## src/hw/rx_irq_pkg.sv

```systemverilog
// Operation
// receive section raises ten kinds of interrupt
// source interrupt needs block enable too
// block enable bit 7 gates receive interrupts
// bits 1,0 read-write; bits 6..2 read zero
// loss change fires on declare and clear
// external loss indication high declares loss
// internal detect: 32 zeros declares loss
// external loss indication low clears loss
// internal detect: 32 bits without 4-zero clears
// source enable bit 1 gates loss interrupt
// source enable register bits 4..0, 7..5 zero
// enabled loss change drives irq_n low
// loss change sets status bit 1; code sets it only while source enable bit 1 is set
// status bits 4..0 cleared by read
// host reads live loss at bit 4
// config register: algo bit 7, live states
// irq_n low while enabled status pending
package rx_irq_pkg;

    ////////////////////////////////////////////////////////////////////////
    // register indices; byte address is four times the index
    localparam logic [7:0] IDX_LINE_CFG   = 8'h00;
    localparam logic [7:0] IDX_BLK_EN     = 8'h04;
    localparam logic [7:0] IDX_RX_CFG     = 8'h11;
    localparam logic [7:0] IDX_SRC_EN     = 8'h12;
    localparam logic [7:0] IDX_AUX_EN     = 8'h13;
    localparam logic [7:0] IDX_SRC_STAT   = 8'h14;
    localparam logic [7:0] IDX_AUX_STAT   = 8'h15;

    ////////////////////////////////////////////////////////////////////////
    // field positions
    localparam int BIT_INT_LOS    = 5;
    localparam int BIT_BLK_RX     = 7;
    localparam int BIT_BLK_TX     = 1;
    localparam int BIT_BLK_SEC    = 0;
    localparam int BIT_ALGO       = 7;
    localparam int BIT_LIVE_LOF   = 6;
    localparam int BIT_LIVE_OOF   = 5;
    localparam int BIT_LIVE_LOS   = 4;
    localparam int BIT_LIVE_AIS   = 3;
    localparam int BIT_LIVE_FERF  = 0;
    localparam int NUM_SRC        = 5;
    localparam int NUM_EVT        = 10;

    ////////////////////////////////////////////////////////////////////////
    // values after reset
    localparam logic [7:0] RST_BYTE       = 8'h00;
    localparam logic       RST_IRQ_N      = 1'b1;

    ////////////////////////////////////////////////////////////////////////
    // loss detection counts, in line bits; synchroniser depth, in pclk stages
    localparam int LOS_DECLARE_ZEROS = 32;
    localparam int LOS_CLEAR_BITS    = 32;
    localparam int LOS_ZERO_LIMIT    = 4;
    localparam int SYNC_STAGES       = 3;

endpackage : rx_irq_pkg
```

## src/hw/los_zero_run_detector.sv

```systemverilog
`timescale 1ns/100ps
module los_zero_run_detector #(
    parameter int RUN_LEN    = rx_irq_pkg::LOS_DECLARE_ZEROS,
    parameter int WINDOW_LEN = rx_irq_pkg::LOS_CLEAR_BITS,
    parameter int ZERO_LIMIT = rx_irq_pkg::LOS_ZERO_LIMIT
) (
    // clock and reset
    input  wire logic pclk,
    input  wire logic presetn,
    input  wire logic clk_en,
    // line bits
    input  wire logic enable,
    input  wire logic bit_valid,
    input  wire logic bit_zero,
    // state
    output logic      loss
);

    localparam int CW = $clog2((RUN_LEN > WINDOW_LEN ? RUN_LEN : WINDOW_LEN)
                               + 1);
    localparam logic [CW-1:0] RUN_MAX = CW'(RUN_LEN);
    localparam logic [CW-1:0] WIN_MAX = CW'(WINDOW_LEN);
    localparam logic [CW-1:0] ZLIM    = CW'(ZERO_LIMIT);
    localparam logic [CW-1:0] ONE     = CW'(1);

    logic [CW-1:0] zrun_q;
    logic [CW-1:0] zrun_d;
    logic [CW-1:0] win_q;
    logic [CW-1:0] win_d;
    logic          loss_q;
    logic          loss_d;
    logic          long_zero;

    ////////////////////////////////////////////////////////////////////////
    // counters saturate so a dead line never wraps back to clear
    assign zrun_d    = !bit_zero ? '0
                     : (zrun_q == RUN_MAX) ? zrun_q : zrun_q + ONE;
    assign long_zero = bit_zero && (zrun_d >= ZLIM);
    assign win_d     = long_zero ? '0
                     : (win_q == WIN_MAX) ? win_q : win_q + ONE;
    assign loss_d    = !loss_q ? (zrun_d == RUN_MAX)
                     : !(win_d == WIN_MAX);

    always_ff @(posedge pclk or negedge presetn) begin
        if (!presetn) begin
            zrun_q <= '0;
            win_q  <= '0;
            loss_q <= 1'b0;
        end else if (clk_en) begin
            if (!enable) begin
                zrun_q <= '0;
                win_q  <= '0;
                loss_q <= 1'b0;
            end else if (bit_valid) begin
                zrun_q <= zrun_d;
                win_q  <= win_d;
                loss_q <= loss_d;
            end
        end
    end

    assign loss = loss_q;

endmodule : los_zero_run_detector

```

## src/hw/rx_e3_los_interrupt_logic.sv

```systemverilog
`timescale 1ns/100ps
module rx_e3_los_interrupt_logic #(
    parameter int SYNC_DEPTH = rx_irq_pkg::SYNC_STAGES
) (
    // clock and reset
    input  wire logic        pclk,
    input  wire logic        presetn,
    input  wire logic        clk_en,
    // apb slave
    input  wire logic [7:0]  paddr,
    input  wire logic        psel,
    input  wire logic        penable,
    input  wire logic        pwrite,
    input  wire logic [31:0] pwdata,
    input  wire logic [3:0]  pstrb,
    output logic      [31:0] prdata,
    output logic             pready,
    output logic             pslverr,
    // line interface pins
    input  wire logic        rx_line_clk,
    input  wire logic        rx_positive_rail,
    input  wire logic        rx_negative_rail,
    input  wire logic        line_loss_indication_in,
    // framer states and events
    input  wire logic        rx_out_of_frame_state,
    input  wire logic        rx_frame_loss_state,
    input  wire logic        rx_alarm_indication_state,
    input  wire logic        rx_far_end_failure_state,
    input  wire logic        frame_alignment_change,
    input  wire logic        febe_event,
    input  wire logic        bip4_error,
    input  wire logic        framing_error,
    input  wire logic        lapd_message_rx,
    // other sections
    input  wire logic        tx_section_irq_pending,
    input  wire logic        one_second_irq_pending,
    // outputs
    output logic             rx_signal_loss_state,
    output logic             internal_loss_detect_enable,
    output logic             frame_loss_algorithm_select,
    output logic             irq_n
);

    localparam int NS = rx_irq_pkg::NUM_SRC;
    localparam int NE = rx_irq_pkg::NUM_EVT;

    ////////////////////////////////////////////////////////////////////////
    // pin synchronisers: clk, pos, neg, loss indication

    localparam int NPIN = 4;

    logic [NPIN-1:0] pin_raw;
    logic [NPIN-1:0] pin_filt_q;
    logic [NPIN-1:0] pin_filt_d;
    logic            line_clk_prev_q;

    assign pin_raw = {line_loss_indication_in, rx_negative_rail,
                      rx_positive_rail, rx_line_clk};

    genvar gp;
    generate
        for (gp = 0; gp < NPIN; gp++) begin : g_pin
            logic [SYNC_DEPTH-1:0] sh_q;
            always_ff @(posedge pclk or negedge presetn) begin
                if (!presetn) begin
                    sh_q <= '0;
                end else if (clk_en) begin
                    sh_q <= {sh_q[SYNC_DEPTH-2:0], pin_raw[gp]};
                end
            end
            // only the two later stages are compared
            assign pin_filt_d[gp] =
                (sh_q[SYNC_DEPTH-1] == sh_q[SYNC_DEPTH-2])
                ? sh_q[SYNC_DEPTH-1] : pin_filt_q[gp];
        end
    endgenerate

    always_ff @(posedge pclk or negedge presetn) begin
        if (!presetn) begin
            pin_filt_q      <= '0;
            line_clk_prev_q <= 1'b0;
        end else if (clk_en) begin
            pin_filt_q      <= pin_filt_d;
            line_clk_prev_q <= pin_filt_q[0];
        end
    end

    wire line_bit_valid = pin_filt_q[0] && !line_clk_prev_q;
    wire line_bit_zero  = !pin_filt_q[1] && !pin_filt_q[2];
    wire ext_loss       = pin_filt_q[3];

    ////////////////////////////////////////////////////////////////////////
    // loss of signal state

    logic int_los_en_q;
    logic int_loss;
    logic los_q;

    los_zero_run_detector #(
        .RUN_LEN    (rx_irq_pkg::LOS_DECLARE_ZEROS),
        .WINDOW_LEN (rx_irq_pkg::LOS_CLEAR_BITS),
        .ZERO_LIMIT (rx_irq_pkg::LOS_ZERO_LIMIT)
    ) u_zero_run (
        .pclk      (pclk),
        .presetn   (presetn),
        .clk_en    (clk_en),
        .enable    (int_los_en_q),
        .bit_valid (line_bit_valid),
        .bit_zero  (line_bit_zero),
        .loss      (int_loss)
    );

    // either source holds the state; each clears only its own part
    wire los_d = ext_loss || int_loss;

    ////////////////////////////////////////////////////////////////////////
    // apb decode

    logic [7:0] blk_en_q;
    logic       algo_q;
    logic [4:0] src_en_q;
    logic [4:0] aux_en_q;
    logic [NE-1:0] stat_q;
    logic [31:0] prdata_q;
    logic        pslverr_q;

    wire [7:0] idx      = {2'b00, paddr[7:2]};
    wire       setup    = psel && !penable;
    wire       access   = psel && penable && clk_en;
    wire       wr_ok    = access && pwrite && pstrb[0];
    wire       rd_done  = access && !pwrite;

    wire hit_line = idx == rx_irq_pkg::IDX_LINE_CFG;
    wire hit_blk  = idx == rx_irq_pkg::IDX_BLK_EN;
    wire hit_cfg  = idx == rx_irq_pkg::IDX_RX_CFG;
    wire hit_sen  = idx == rx_irq_pkg::IDX_SRC_EN;
    wire hit_aen  = idx == rx_irq_pkg::IDX_AUX_EN;
    wire hit_sst  = idx == rx_irq_pkg::IDX_SRC_STAT;
    wire hit_ast  = idx == rx_irq_pkg::IDX_AUX_STAT;
    wire mapped   = hit_line || hit_blk || hit_cfg || hit_sen
                    || hit_aen || hit_sst || hit_ast;
    wire [1:0] amisc = paddr[1:0];
    wire bad_addr = !mapped || (amisc != 2'b00);

    // live state view
    logic [7:0] cfg_view;
    always_comb begin
        cfg_view = 8'h00;
        cfg_view[rx_irq_pkg::BIT_ALGO]      = algo_q;
        cfg_view[rx_irq_pkg::BIT_LIVE_LOF]  = rx_frame_loss_state;
        cfg_view[rx_irq_pkg::BIT_LIVE_OOF]  = rx_out_of_frame_state;
        cfg_view[rx_irq_pkg::BIT_LIVE_LOS]  = los_q;
        cfg_view[rx_irq_pkg::BIT_LIVE_AIS]  = rx_alarm_indication_state;
        cfg_view[rx_irq_pkg::BIT_LIVE_FERF] = rx_far_end_failure_state;
    end

    logic [7:0] rd_byte;
    always_comb begin
        rd_byte = 8'h00;
        if (hit_line) begin
            rd_byte[rx_irq_pkg::BIT_INT_LOS] = int_los_en_q;
        end
        if (hit_blk) begin
            rd_byte = blk_en_q;
        end
        if (hit_cfg) begin
            rd_byte = cfg_view;
        end
        if (hit_sen) begin
            rd_byte = {3'b000, src_en_q};
        end
        if (hit_aen) begin
            rd_byte = {3'b000, aux_en_q};
        end
        if (hit_sst) begin
            rd_byte = {3'b000, stat_q[NS-1:0]};
        end
        if (hit_ast) begin
            rd_byte = {3'b000, stat_q[NE-1:NS]};
        end
    end

    // read data latched in setup so the access phase shows a register
    always_ff @(posedge pclk or negedge presetn) begin
        if (!presetn) begin
            prdata_q  <= 32'h0000_0000;
            pslverr_q <= 1'b0;
        end else if (clk_en && setup) begin
            prdata_q  <= {24'h00_0000, rd_byte};
            pslverr_q <= bad_addr;
        end
    end

    assign prdata  = prdata_q;
    assign pslverr = pslverr_q && psel && penable;
    // a frozen block stretches the access instead of losing it
    assign pready  = clk_en;

    ////////////////////////////////////////////////////////////////////////
    // writable registers

    wire [7:0] wbyte   = pwdata[7:0];
    wire [7:0] blk_msk = 8'h00 | (8'h01 << rx_irq_pkg::BIT_BLK_RX)
                         | (8'h01 << rx_irq_pkg::BIT_BLK_TX)
                         | (8'h01 << rx_irq_pkg::BIT_BLK_SEC);

    always_ff @(posedge pclk or negedge presetn) begin
        if (!presetn) begin
            blk_en_q     <= rx_irq_pkg::RST_BYTE;
            algo_q       <= 1'b0;
            src_en_q     <= 5'h00;
            aux_en_q     <= 5'h00;
            int_los_en_q <= 1'b0;
        end else if (wr_ok && !bad_addr) begin
            if (hit_blk) begin
                blk_en_q <= wbyte & blk_msk;
            end
            if (hit_cfg) begin
                algo_q <= wbyte[rx_irq_pkg::BIT_ALGO];
            end
            if (hit_sen) begin
                src_en_q <= wbyte[4:0];
            end
            if (hit_aen) begin
                aux_en_q <= wbyte[4:0];
            end
            if (hit_line) begin
                int_los_en_q <= wbyte[rx_irq_pkg::BIT_INT_LOS];
            end
        end
    end

    ////////////////////////////////////////////////////////////////////////
    // state change detection

    logic [4:0] lvl_prev_q;
    wire  [4:0] lvl_now = {rx_far_end_failure_state, rx_out_of_frame_state,
                           rx_frame_loss_state, los_q,
                           rx_alarm_indication_state};
    wire  [4:0] lvl_chg = lvl_now ^ lvl_prev_q;

    always_ff @(posedge pclk or negedge presetn) begin
        if (!presetn) begin
            los_q      <= 1'b0;
            lvl_prev_q <= 5'h00;
        end else if (clk_en) begin
            los_q      <= los_d;
            lvl_prev_q <= lvl_now;
        end
    end

    // both edges of each state count as an event
    wire [NE-1:0] evt = {lapd_message_rx, framing_error, bip4_error,
                         febe_event, lvl_chg[4],
                         frame_alignment_change, lvl_chg[3],
                         lvl_chg[2], lvl_chg[1], lvl_chg[0]};
    wire [NE-1:0] en_all = {aux_en_q, src_en_q};
    wire [NE-1:0] clr    = {{NS{rd_done && hit_ast}},
                            {NS{rd_done && hit_sst}}};

    ////////////////////////////////////////////////////////////////////////
    // sticky status, cleared by read; a new event beats the clear

    genvar ge;
    generate
        for (ge = 0; ge < NE; ge++) begin : g_stat
            wire set_i = evt[ge] && en_all[ge];
            always_ff @(posedge pclk or negedge presetn) begin
                if (!presetn) begin
                    stat_q[ge] <= 1'b0;
                end else if (clk_en) begin
                    stat_q[ge] <= set_i || (stat_q[ge] && !clr[ge]);
                end
            end
        end
    endgenerate

    ////////////////////////////////////////////////////////////////////////
    // interrupt output, registered to keep the pin glitch free

    logic irq_n_q;
    wire  rx_pend  = |(stat_q & en_all);
    wire  rx_req   = blk_en_q[rx_irq_pkg::BIT_BLK_RX] && rx_pend;
    wire  tx_req   = blk_en_q[rx_irq_pkg::BIT_BLK_TX]
                     && tx_section_irq_pending;
    wire  sec_req  = blk_en_q[rx_irq_pkg::BIT_BLK_SEC]
                     && one_second_irq_pending;

    always_ff @(posedge pclk or negedge presetn) begin
        if (!presetn) begin
            irq_n_q <= rx_irq_pkg::RST_IRQ_N;
        end else if (clk_en) begin
            irq_n_q <= !(rx_req || tx_req || sec_req);
        end
    end

    ////////////////////////////////////////////////////////////////////////
    // outputs

    assign irq_n                       = irq_n_q;
    assign rx_signal_loss_state        = los_q;
    assign internal_loss_detect_enable = int_los_en_q;
    assign frame_loss_algorithm_select = algo_q;

endmodule : rx_e3_los_interrupt_logic

```

## config.mk

```make
export PLATFORM = sky130hd
export DESIGN_NAME = rx_e3_los_interrupt_logic
export DESIGN_NICKNAME = d
export VERILOG_FILES = /design/src/hw/rx_irq_pkg.sv /design/src/hw/los_zero_run_detector.sv /design/src/hw/rx_e3_los_interrupt_logic.sv
export SDC_FILE = /design/constraint.sdc
export NUM_CORES = 1
export LEC_CHECK = 0
export BUFFER_PORTS_ARGS = -buffer_cell sky130_fd_sc_hd__buf_2
export CAP_MARGIN = 25
export CELL_PAD_IN_SITES_DETAIL_PLACEMENT = 1
export CELL_PAD_IN_SITES_GLOBAL_PLACEMENT = 2
export CORE_ASPECT_RATIO = 0.8
export CORE_MARGIN = 3
export CORE_UTILIZATION = 30
export CTS_CLUSTER_SIZE = 25
export DETAILED_ROUTE_END_ITERATION = 8
export PLACE_DENSITY_LB_ADDON = 0.1
export SLEW_MARGIN = 20
export SYNTH_ARGS = -nofsm -noshare
export SYNTH_HDL_FRONTEND = slang
export SYNTH_HIERARCHICAL = 1
export SYNTH_SLANG_ARGS = --single-unit
```

## constraint.sdc

```tcl
create_clock -name pclk -period 2.4 [get_ports pclk]
set_input_delay 0 -clock pclk [delete_from_list [all_inputs] [get_ports pclk]]
set_output_delay 0 -clock pclk [all_outputs]
set_load 0.01 [all_outputs]
```

; After elaboration in Yosys (flattened, before gate mapping)
; Cells that the tools add are included.
[op_classes]
add_sub_neg = 2
n_eq_ne = 15
reduce_logical = 82
magnitude_cmp = 1
bitwise_logic = 2
mux = 18
[ops]
columns = cell, n
row1 = two-way mux 6 bit, 8
row2 = two-way mux 8 bit, 6
row3 = logical AND 1 bit, 38
row4 = "== test 6 x 5 -> 1 bit, second input constant", 5
row5 = "== test 6 bit, second input constant", 4
row6 = logical OR 1 bit, 20
row7 = AND reduction 2 bit, 10
row8 = "adder 6 x 1 -> 6 bit, second input constant", 2
row9 = logical NOT 1 bit, 11
row10 = bitwise AND 10 bit, 1
row11 = OR reduction 10 bit, 1
row12 = logical NOT 8 bit, 1
row13 = "== test 6 x 3 -> 1 bit, second input constant", 1
row14 = ">= comparator 6 x 3 -> 1 bit, second input constant", 1
row15 = bitwise XOR 5 bit, 1
row16 = == test 1 bit, 4
row17 = two-way mux 1 bit, 4
row18 = "inequality test 2 bit, second input constant", 1
row19 = nonzero test 2 bit, 1
[totals]
reg_bits = 71
input_bits = 65
out_inout_bits = 38

; Longest topological paths before layout
; Gate-level depths: netlist of the first run.
[logic_depth]
word_depth = 12
ltp_mapped = 8
mapped_depth_nobuf = 8

; Cells and area by module
; Netlist of the first run, hierarchy kept.
[by_module_without_submodules]
columns = module, seq_area_each_um2, cells_per_inst, area_per_inst_um2, n_inst
row1 = rx_e3_los_interrupt_logic, 1452.6, 255, 2855.2, 1
row2 = los_zero_run_detector, 325.3, 108, 914.6, 1

; Worst setup path before layout of the first run
; No wires, ideal clock.
[synth_timing]
path_kind = reg2reg
startpoint = reg u_zero_run.zrun_q[0]
endpoint = reg u_zero_run.win_q[2]
stages_incl_launch_ff = 7
slack_ns = 0.411
period_less_slack_ns = 1.989
arrival_time_ns = 1.890
path_buffers = 0
cell_sequence = dfrtp_1 > a211o_1 > o31ai_2 > a32oi_1 > o21ai_2 > or4b_4 > o311ai_4
[synth_via]
elab_chain_len = 8
elab_cells_between_ends = 9
classes_between = add/sub: 1 / order compare: 1 / eq/ne: 1 / mux: 5 / reduce/logical: 1
[synth_rtl]
columns = element, line_no
row1 = "start, declared", los_zero_run_detector.sv:26  ; logic [CW-1:0] zrun_q;
row2 = "start signal, assigned", los_zero_run_detector.sv:55  ; zrun_q <= zrun_d;
row3 = adder 6 x 1 -> 6 bit / == test 6 bit (equally long branches), los_zero_run_detector.sv:37  ; : (zrun_q == RUN_MAX) ? zrun_q : zrun_q + ONE;
row4 = two-way mux 6 bit (*), los_zero_run_detector.sv:37
row5 = two-way mux 6 bit (*), los_zero_run_detector.sv:36  ; assign zrun_d = !bit_zero ? '0
row6 = >= comparator 6 x 3 -> 1 bit (*), los_zero_run_detector.sv:38  ; assign long_zero = bit_zero && (zrun_d >= ZLIM);
row7 = logical AND 1 bit (*), los_zero_run_detector.sv:38
row8 = two-way mux 6 bit (*), los_zero_run_detector.sv:39  ; assign win_d = long_zero ? '0
row9 = two-way mux 6 bit (*), los_zero_run_detector.sv:54  ; end else if (bit_valid) begin
row10 = two-way mux 6 bit (*), los_zero_run_detector.sv:50  ; if (!enable) begin
row11 = "end signal, assigned", los_zero_run_detector.sv:56  ; win_q <= win_d;
row12 = "end, declared", los_zero_run_detector.sv:28  ; logic [CW-1:0] win_q;
; Mark *: on every way between the ends. The rest lies on a longest branch, timed or not. The select of a mux whose other input is x is not followed.
; A chain may end at the register's enable or synchronous reset.

; Final worst setup path of the first run
; Ends and elaborated chain as after synthesis.

==> flow_metrics.tcl, run 1 <==
set metrics [dict create \
    min_path_cells 3 \
    ir_drop_mv 0.390 \
    finalNonFillerCells 611 \
    synth_most_common_cell "dfrtp_1" \
    numPortBuffers 50 \
    synth-edff-count 0 \
    period_minus_slack_ns 2.06 \
    p_sw_mw 0.759 \
    fmaxAchievable_mhz 485 \
    grt_pass1_vias 3092 \
    required_ns 2.64 \
    tns_ns 0 \
    clk_root_buffer_cell "clkbuf_16" \
    use_met3 0.0393 \
    arrival_ns 2.30 \
    core_area_um2 11900 \
    initial_core_util 0.318 \
    holdCritPathClass "input pin to flip-flop" \
    drt_first_pass_iters 4 \
    place_hpwl_um 7520 \
    wl_per_cell_um 16.8 \
    grt_pass1_wl_um 16800 \
    dieWidth_um 131 \
    rr_startpoint "u_zero_run/zrun_q[0]$_DFFE_PN0P_" \
    synth_top_flop_cell "dfrtp_1" \
    hold_violations 0 \
    grt_overflow 0 \
    finalClockSkew_ns 0.00969 \
    crit_path_end_kind "flip-flop" \
    yosysWarnings 6 \
    vias 3039 \
    antenna_cells 0 \
    clkSinkCount 71 \
    ys_ff_latch 71 \
    fin_crit_sh 0.859 \
    min_to "pslverr_q$_DFFE_PN0P_" \
    async_flop_share 1.00 \
    grtUsageMet1 0.213 \
    postCtsSetupBuffers 0 \
    die_area_um2 14000 \
    drtAntennaViolNets 0 \
    startpoint_type "flip-flop" \
    synth_cells 363 \
    min_from "paddr[6]" \
    pwr-share-clk 0.473 \
    drive_gt1_frac 0.272 \
    busiest_layer "met2" \
    cts_buffers 9 \
    die_h_um 106 \
    relSlewSlack 0.647 \
    syn_area_um2 3770 \
    finalWirelength_um 10200 \
    rsz0062_at_grt "no" \
    seq_power_share 0.418 \
    crit_fanout 7 \
    p_comb_frac 0.109 \
    power_density_nw_per_um2 681 \
    grt_max_degree 42 \
    p_int_mw 2.46 \
    reg2regPathDepth 6 \
    clk_pin_slew_worst_paths_ns 0.06 \
    finish.net_count 509 \
    num_rows 35 \
    yosysSeqAreaShare 0.472 \
    yosysUniqueCellTypes 56 \
    tightest_slew_ns 0.528 \
    synth_area_leader_cell "dfrtp_1" \
    drc_errors 0 \
    synth.avg_cell_area_um2 10.4 \
    ys_top_cells_by_area "dfrtp_1, mux2_2, buf_4" \
    synthTopCellsByCount "dfrtp_1, mux2_2, nor2_1" \
    track_usage 0.150 \
    antenna_found_initial 0 \
    critical_path_class "flip-flop to flip-flop" \
    clock_latency_ns 0.33 \
    grt_use_met2 0.226 \
    routed_via_density 4.97 \
    slew_viol_final 0 \
    swShare 0.236 \
    regToRegSetupSlack_ns 0.34 \
    maxCapViolCount 0 \
    outcome "completed" \
    place_inst 572 \
    synth_top_area_share 0.465 \
    htree_num_levels 3 \
    tritoncts "built" \
    power_leakage_nw 2.09 \
    clockBufferDepth 2 \
    initialDrtViolationCount 126 \
    finalSetupViolCount 0 \
    r2r_end "u_zero_run/win_q[2]$_DFFE_PN0P_" \
    area_growth_pct 25.2 \
    gp_congestion 0.776 \
    ios 103 \
]
[final cells by class]
class	count	area [um^2]
Clock inverter	6	109
Tap cell	166	208
Sequential cell	71	1780
Fill cell	1335	7150
Timing Repair Buffer	82	561
Clock buffer	10	229
Inverter	10	37.5
Multi-Input combinational cell	266	1800
[flip-flops by register name (all words and copies together) (netlist names)]
register                     count
internal_loss_detect_enable      1
u_zero_run/zrun_q                6
frame_loss_algorithm_select      1
prdata                           8
pslverr_q                        1
pin_filt_q                       4
rx_signal_loss_state             1
line_clk_prev_q                  1
blk_en_q                         3
g_pin.sh_q                      12
u_zero_run/win_q                 6
src_en_q                         5
u_zero_run/loss                  1
lvl_prev_q                       5
aux_en_q                         5
irq_n                            1
stat_q                          10
[worst max-delay path by stage]
stage                                     start                              end  cells past startpoint
2_1_floorplan  u_zero_run/zrun_q[0]$_DFFE_PN0P_  u_zero_run/win_q[2]$_DFFE_PN0P_                      6
3_3_place_gp   u_zero_run/zrun_q[0]$_DFFE_PN0P_  u_zero_run/win_q[2]$_DFFE_PN0P_                      6
3_5_place_dp   u_zero_run/zrun_q[0]$_DFFE_PN0P_  u_zero_run/win_q[2]$_DFFE_PN0P_                      6
4_1_cts        u_zero_run/zrun_q[0]$_DFFE_PN0P_  u_zero_run/win_q[2]$_DFFE_PN0P_                      6
5_1_grt        u_zero_run/zrun_q[0]$_DFFE_PN0P_  u_zero_run/win_q[2]$_DFFE_PN0P_                      6
6_report       u_zero_run/zrun_q[0]$_DFFE_PN0P_  u_zero_run/win_q[2]$_DFFE_PN0P_                      6
[what timing repair did]
item / 4_1_cts / 5_1_grt
resized for setup: 0 / 0
setup endpoints to repair: 0 / 0
hold endpoints to repair: 48 / 0
hold buffers: 23 / 0
[critical path, cell delays in order, from the launching register on]
cell and delay, ns:
dfrtp_1 0.45, nand3_1 0.17, nor2_1 0.25, xor2_1 0.14, o21ai_2 0.17, or4b_4 0.55
o311ai_4 0.22
[per-layer routing]
metal  vias to the layer above  part of all wire  wire length (um)
li1                       1437                 -                 -
met1                      1508              0.51              5180
met2                        79              0.43              4410
met3                        15             0.051               518
met4                         0             0.014               140
met5                         -                 0                 0
[power by group through the flow]
stage / clock, mW / combinational, mW / sequential [mW]
finish: 1.52 / 0.352 / 1.34
global route: 1.63 / 0.395 / 1.35
global placement: 0 / 0.320 / 1.36
detailed placement: 0 / 0.330 / 1.37
CTS: 1.57 / 0.358 / 1.34
floorplan: 0 / 0.214 / 1.35
[stage by stage]
stage,cell area (um^2),utilization,total power [mW],hold slack (ns),setup slack [ns]
floorplan,3860,-,1.56,-0.296,0.411
global placement,4150,0.350,1.68,-0.00440,0.370
detailed placement,4150,0.350,1.70,0.000123,0.344
CTS,4720,0.398,3.28,0.0244,0.333
global route,4720,0.398,3.38,0.0697,0.168
finish,4720,0.398,3.22,0.0415,0.339
[placed cells by master (no fill, tap or decap), types with 6 or more instances in the layout]
cell type      Yosys  final
nor3_1             9      9
dlygate4sd3_1      0     23
nand2_1           28     28
buf_2              1     50
nor2_1            31     31
conb_1             1     24
xor2_1             7      7
nand3_1           10     10
o21ai_0           15     15
a31oi_1            6      6
a32o_1            11     11
clkbuf_16          0      9
mux2_2            33     33
a21oi_1           20     20
dfrtp_1           70     70
buf_4             25      8
inv_1             10     10
[cell families after synthesis]
group,Yosys count,share of synthesized area
and+or+nand+nor,108,0.142
AOI/OAI and AO/OA,84,0.168
DFF,71,0.472
buffers and inverters,49,0.0740
muxes,38,0.112
xor gates and xnor gates,8,0.0186
adders and majority gates,4,0.0133
other,1,0.000995
No activity file was read; power rests on OpenSTA's default activity.
==> inputs of run 2 (changes only) <==
- CTS_BUF_LIST: unset -> sky130_fd_sc_hd__clkbuf_8
==> run 2 against run 1 <==
Effect of this change: non-clock buffer count up 1; sequential power about the same; clock power down 24%; critical path type unchanged; power down 12%; largest cell class unchanged; die area unchanged; cell count up 0.16%.
==> flow_metrics.tcl, run 2 (synthesis results as in run 1) <==
set metrics [dict create \
    outcome "completed" \
    worstPathCellList "nand3_1 > nor2_1 > xor2_1 > o21ai_2 > or4b_4 > o311ai_4" \
    rsz0062_at_grt "no" \
    tightest_slew_ns 0.536 \
    finalSetupViolCount 0 \
    tns_ns 0 \
    crit_path_top_delay_cell "or4b_4" \
    numPortBuffers 50 \
    cts_buffers 9 \
    seqCellArea_um2 1780 \
    clock_latency_ns 0.36 \
    num_rows 35 \
    slowest_delay_ns 0.55 \
    fmaxAchievable_mhz 483 \
    final_cell_mix "dfrtp_1, buf_2, mux2_2, nor2_1, nand2_1" \
    grt_max_degree 42 \
    maxCapViolCount 0 \
    drt_first_pass_iters 4 \
    slew_viol_final 0 \
    grt_pass1_wl_um 16600 \
    crit_fanout 7 \
    layout_commonest_cell "dfrtp_1" \
    power_density_nw_per_um2 614 \
    grt_pass1_vias 3066 \
    gp_congestion 0.776 \
    place_inst 572 \
    place_hpwl_um 7520 \
    antenna_found_initial 0 \
    initial_core_util 0.318 \
    drtAntennaViolNets 0 \
    antenna_cells 0 \
    hold_ws_ns 0.0273 \
    fin_crit_sh 0.863 \
    hold_violations 0 \
    top_register "g_pin.sh_q" \
    fin_area_um2 4630 \
    htree_num_levels 3 \
    wl_per_cell_um 16.7 \
    finalClockSkew_ns 0.0106 \
    finalNonFillerCells 612 \
    ir_drop_mv 0.334 \
    dieWidth_um 131 \
    period_minus_slack_ns 2.07 \
    crit_path_end_kind "flip-flop" \
    regToRegSetupSlack_ns 0.33 \
    routed_via_density 4.94 \
    die_h_um 106 \
    finish.net_count 510 \
    finalWirelength_um 10200 \
    initialDrtViolationCount 132 \
    clockBufferDepth 2 \
    critical_path_class "flip-flop to flip-flop" \
    largest_register_ff_count 12 \
    startpoint_type "flip-flop" \
    clkSinkCount 71 \
    arrival_ns 2.33 \
    vias 3022 \
    track_usage 0.150 \
    clk_pin_slew_worst_paths_ns 0.08 \
    grt_overflow 0 \
    power_leakage_nw 2.05 \
    drc_errors 0 \
    multi_input_area_um2 1800 \
    ios 103 \
    fillCellCount 1344 \
    drive_gt1_frac 0.271 \
    tritoncts "built" \
    core_area_um2 11900 \
    holdCritPathClass "input pin to flip-flop" \
    relSlewSlack 0.642 \
    clk_root_buffer_cell "clkbuf_8" \
    area_growth_pct 22.8 \
    placed_area_um2 4150 \
    die_area_um2 14000 \
    required_ns 2.66 \
]
run 2: timing repair:
| item | 4_1_cts | 5_1_grt |
|---|---|---|
| resized for setup | 0 | 0 |
| hold endpoints to repair | 50 | 0 |
| hold buffers | 24 | 0 |
| setup buffers | 0 | 0 |
run 2: path summary, 6_finish.rpt:
path / start / endpoint / cells past startpoint
worst max-delay path: u_zero_run/zrun_q[0]$_DFFE_PN0P_ / u_zero_run/win_q[2]$_DFFE_PN0P_ / 6
worst min-delay path: clk_en / lvl_prev_q[3]$_DFFE_PN0P_ / 2
worst max register to register: u_zero_run/zrun_q[0]$_DFFE_PN0P_ / u_zero_run/win_q[2]$_DFFE_PN0P_ / 6
worst min register to register: irq_n$_DFFE_PN1P_ / irq_n$_DFFE_PN1P_ / 2
max in group asynchronous: presetn / irq_n$_DFFE_PN1P_ / 3
min in group asynchronous: presetn / u_zero_run/zrun_q[3]$_DFFE_PN0P_ / 2
run 2: power breakdown:
group	switching (mW)	internal [mW]	total [mW]
registers	0.0627	1.28	1.34
clock network	0.463	0.685	1.15
logic	0.189	0.164	0.353
run 2: metal layers:
layer  track usage  vias up  part of all wire
met5             0        -                 0
met4        0.0495        0             0.015
met3        0.0421       17             0.050
met2         0.223       75              0.42
met1         0.211     1492              0.51
li1              -     1438                 -
run 2: final cells by class:
cell class / instances / area share
clock inverters: 7 / 0.0243
inverters: 10 / 0.00811
clock buffers: 9 / 0.0268
flip-flops and latches: 71 / 0.384
well taps: 166 / 0.0449
repair buffers: 83 / 0.123
multi-input cells: 266 / 0.389
run 2: critical path, delay by kind of cell, from the launching register on:
kind / cells / cell delay, ns
simple gates: 3 / 0.97
flops: 1 / 0.48
xor+xnor: 1 / 0.14
compound gates: 2 / 0.39
run 2: metrics by stage:
step                worst slack (ns)  total power [mW]  utilization
global placement               0.370              1.68        0.350
detailed placement             0.344              1.70        0.350
global route                   0.161              3.00        0.390
CTS                            0.329              2.90        0.390
finish                         0.328              2.84        0.390
floorplan                      0.411              1.56            -
==> inputs of run 3 (changes only) <==
- ABC_AREA: unset -> 1
==> run 3 against run 2 <==
Effect of this change: worst hold slack gained 0.045 ns; synthesized cell count grew 34%; critical path type unchanged; critical endpoint is now u_zero_run/loss$_DFFE_PN0P_; sequential share of layout area shrank 0.19 points.
==> flow_metrics.tcl, run 3 <==
set metrics [dict create \
    fmaxAchievable_mhz 573 \
    p_int_mw 1.87 \
    tns_ns 0 \
    worstPathCellList "inv_1 > ha_1 > nand2_1 > inv_1 > nand3_1 > nand3_2 > nand2_2 > inv_1 > nand4_1 > nor2_1 > nand3_1 > nand2_1 > nand2_1" \
    finalSetupViolCount 0 \
    yosysSeqAreaShare 0.465 \
    p_sw_mw 0.703 \
    fillCellCount 1512 \
    gp_congestion 0.782 \
    antenna_cells 0 \
    p_comb_frac 0.113 \
    relSlewSlack 0.604 \
    track_usage 0.168 \
    r2r_end "u_zero_run/loss$_DFFE_PN0P_" \
    wl_per_cell_um 15.1 \
    drive_gt1_frac 0.168 \
    tightest_slew_ns 0.592 \
    core_area_um2 12300 \
    drtAntennaViolNets 0 \
    dieWidth_um 132 \
    holdCritPathClass "input pin to flip-flop" \
    async_flop_share 1.00 \
    power_leakage_nw 2.34 \
    fin_area_um2 4650 \
    layout_commonest_cell "nand2_1" \
    synth_cells 486 \
    finish.net_count 636 \
    drt_first_pass_iters 4 \
    crit_end "u_zero_run/loss$_DFFE_PN0P_" \
    crit_path_end_kind "flip-flop" \
    ios 103 \
    area_growth_pct 21.7 \
    finalClockSkew_ns 0.00945 \
    reg2regPathDepth 13 \
    slew_viol_final 0 \
    place_hpwl_um 8380 \
    grt_pass1_wl_um 18700 \
    tritoncts "built" \
    startpoint_type "flip-flop" \
    clockBufferDepth 2 \
    crit_path_top_delay_cell "dfrtp_1" \
    rsz0062_at_grt "no" \
    swShare 0.274 \
    clk_pin_slew_worst_paths_ns 0.08 \
    ys_top_cells_by_area "dfrtp_1, nand2_1, buf_4" \
    grt_max_degree 41 \
    pre_cts_slack_ns 0.638 \
    largest_register_ff_count 12 \
    yosysUniqueCellTypes 37 \
    synth_most_common_cell "nand2_1" \
    rr_startpoint "u_zero_run/zrun_q[0]$_DFFE_PN0P_" \
    synthTopCellsByCount "nand2_1, dfrtp_1, inv_1" \
    initialDrtViolationCount 130 \
    outcome "completed" \
    seq_power_share 0.505 \
    synth_area_leader_cell "dfrtp_1" \
    synth_top_area_share 0.458 \
    path_depth 13 \
    initial_core_util 0.311 \
    clkSinkCount 71 \
    htree_num_levels 3 \
    yosysWarnings 6 \
    final_cell_mix "nand2_1, dfrtp_1, buf_2, inv_1" \
    top_register "g_pin.sh_q" \
    vias 3388 \
    grt_pass1_vias 3531 \
    die_area_um2 14100 \
    numPortBuffers 50 \
    crit_family "simple AND/OR/NAND/NOR gates" \
    syn_area_um2 3820 \
    power_density_nw_per_um2 552 \
    fin_crit_sh 0.727 \
    synth_top_flop_cell "dfrtp_1" \
    synth-edff-count 0 \
    arrival_ns 2.00 \
    crit_buf_inv 3 \
    grt_overflow 0 \
    clock_latency_ns 0.36 \
    maxCapViolCount 0 \
    critical_path_class "flip-flop to flip-flop" \
    required_ns 2.65 \
    drc_errors 0 \
    period_minus_slack_ns 1.75 \
    antenna_found_initial 0 \
    worst_slack_ns 0.655 \
    num_rows 36 \
    finalWirelength_um 11200 \
    die_h_um 107 \
    slowest_delay_ns 0.43 \
    routed_via_density 4.56 \
    ir_drop_mv 0.321 \
    synth.avg_cell_area_um2 7.86 \
    pwr-share-clk 0.382 \
    hold_violations 0 \
    placed_area_um2 4200 \
    ys_ff_latch 71 \
    crit_start "u_zero_run/zrun_q[0]$_DFFE_PN0P_" \
    regToRegSetupSlack_ns 0.65 \
    clk_root_buffer_cell "clkbuf_8" \
    crit_fanout 5 \
    cts_buffers 9 \
]
run 3: cell count changes in the layout (fill, tap and decap cells not counted), moves of 8 or more:
cell / before / now
inv_1: 11 / 45
a21oi_1: 20 / 6
o22ai_1: 2 / 10
o21ai_0: 15 / 34
nand2_1: 28 / 163
nor3_1: 9 / 1
mux2_2: 33 / 0
nand4_1: 1 / 13
nand3_1: 10 / 22
run 3: metal layers:
metal | vias up | GRT usage | wire (um)
met4 | 0 | 0.0445 | 125
met3 | 11 | 0.0342 | 549
li1 | 1698 | - | -
met5 | - | 0 | 0
met2 | 61 | 0.249 | 4630
met1 | 1618 | 0.250 | 5880
run 3: final cells by class:
cell class,instances,area (um^2),area share
Clock buffer,10,138,0.0296
Clock inverter,6,61.3,0.0132
Inverter,47,176,0.0379
Multi-Input combinational cell,357,1730,0.372
Sequential cell,71,1780,0.382
Tap cell,171,214,0.0460
Timing Repair Buffer,81,553,0.119
run 3: how the worst min path moves through the flow:
stage / cells after the start / startpoint / slack, ns / end
2_1_floorplan: 0 / presetn / -0.30 / aux_en_q[0]$_DFFE_PN0P_
3_3_place_gp: 1 / presetn / 0.20 / aux_en_q[1]$_DFFE_PN0P_
3_5_place_dp: 1 / presetn / 0.20 / aux_en_q[2]$_DFFE_PN0P_
4_1_cts: 3 / paddr[0] / 0.06 / pslverr_q$_DFFE_PN0P_
5_1_grt: 2 / presetn / 0.12 / aux_en_q[1]$_DFFE_PN0P_
6_report: 4 / clk_en / 0.07 / u_zero_run/loss$_DFFE_PN0P_
run 3: through the flow:
step | util | power (mW) | std cells | hold WS (ns)
3_3_place_gp | 0.342 | 1.57 | 703 | 0.198
6_report | 0.378 | 2.57 | 743 | 0.0723
5_1_grt | 0.378 | 2.70 | 743 | 0.117
2_1_floorplan | - | 1.48 | 509 | -0.296
4_1_cts | 0.377 | 2.60 | 742 | 0.0607
3_5_place_dp | 0.342 | 1.58 | 703 | 0.200
run 3: worst min-delay path: stages:
cell,delay (ns)
buf_2,0.13
nand2_1,0.13
nand2_1,0.08
nand2_1,0.05
run 3: kinds of logic after synthesis:
group / Yosys count / synth area share
xor+xnor: 2 / 0.00458
other cells: 1 / 0.000981
fa+ha+maj: 4 / 0.0131
compound gates: 73 / 0.115
buf+inv: 81 / 0.104
flops: 71 / 0.465
simple gates: 254 / 0.297
run 3: power groups by stage:
stage / clock network (mW) / logic [mW] / registers, mW
finish: 0.981 / 0.290 / 1.30
floorplan: 0 / 0.165 / 1.31
global placement: 0 / 0.255 / 1.32
detailed placement: 0 / 0.263 / 1.32
global route: 1.06 / 0.335 / 1.31
CTS: 1.01 / 0.292 / 1.30
run 3: what timing repair did:
action                                 in CTS  in global routing
endpoints found under the hold margin      69                  0
setup endpoints to repair                   0                  0
buffers inserted                            0                  0
hold buffers                               23                  0
resized for setup                           0                  0
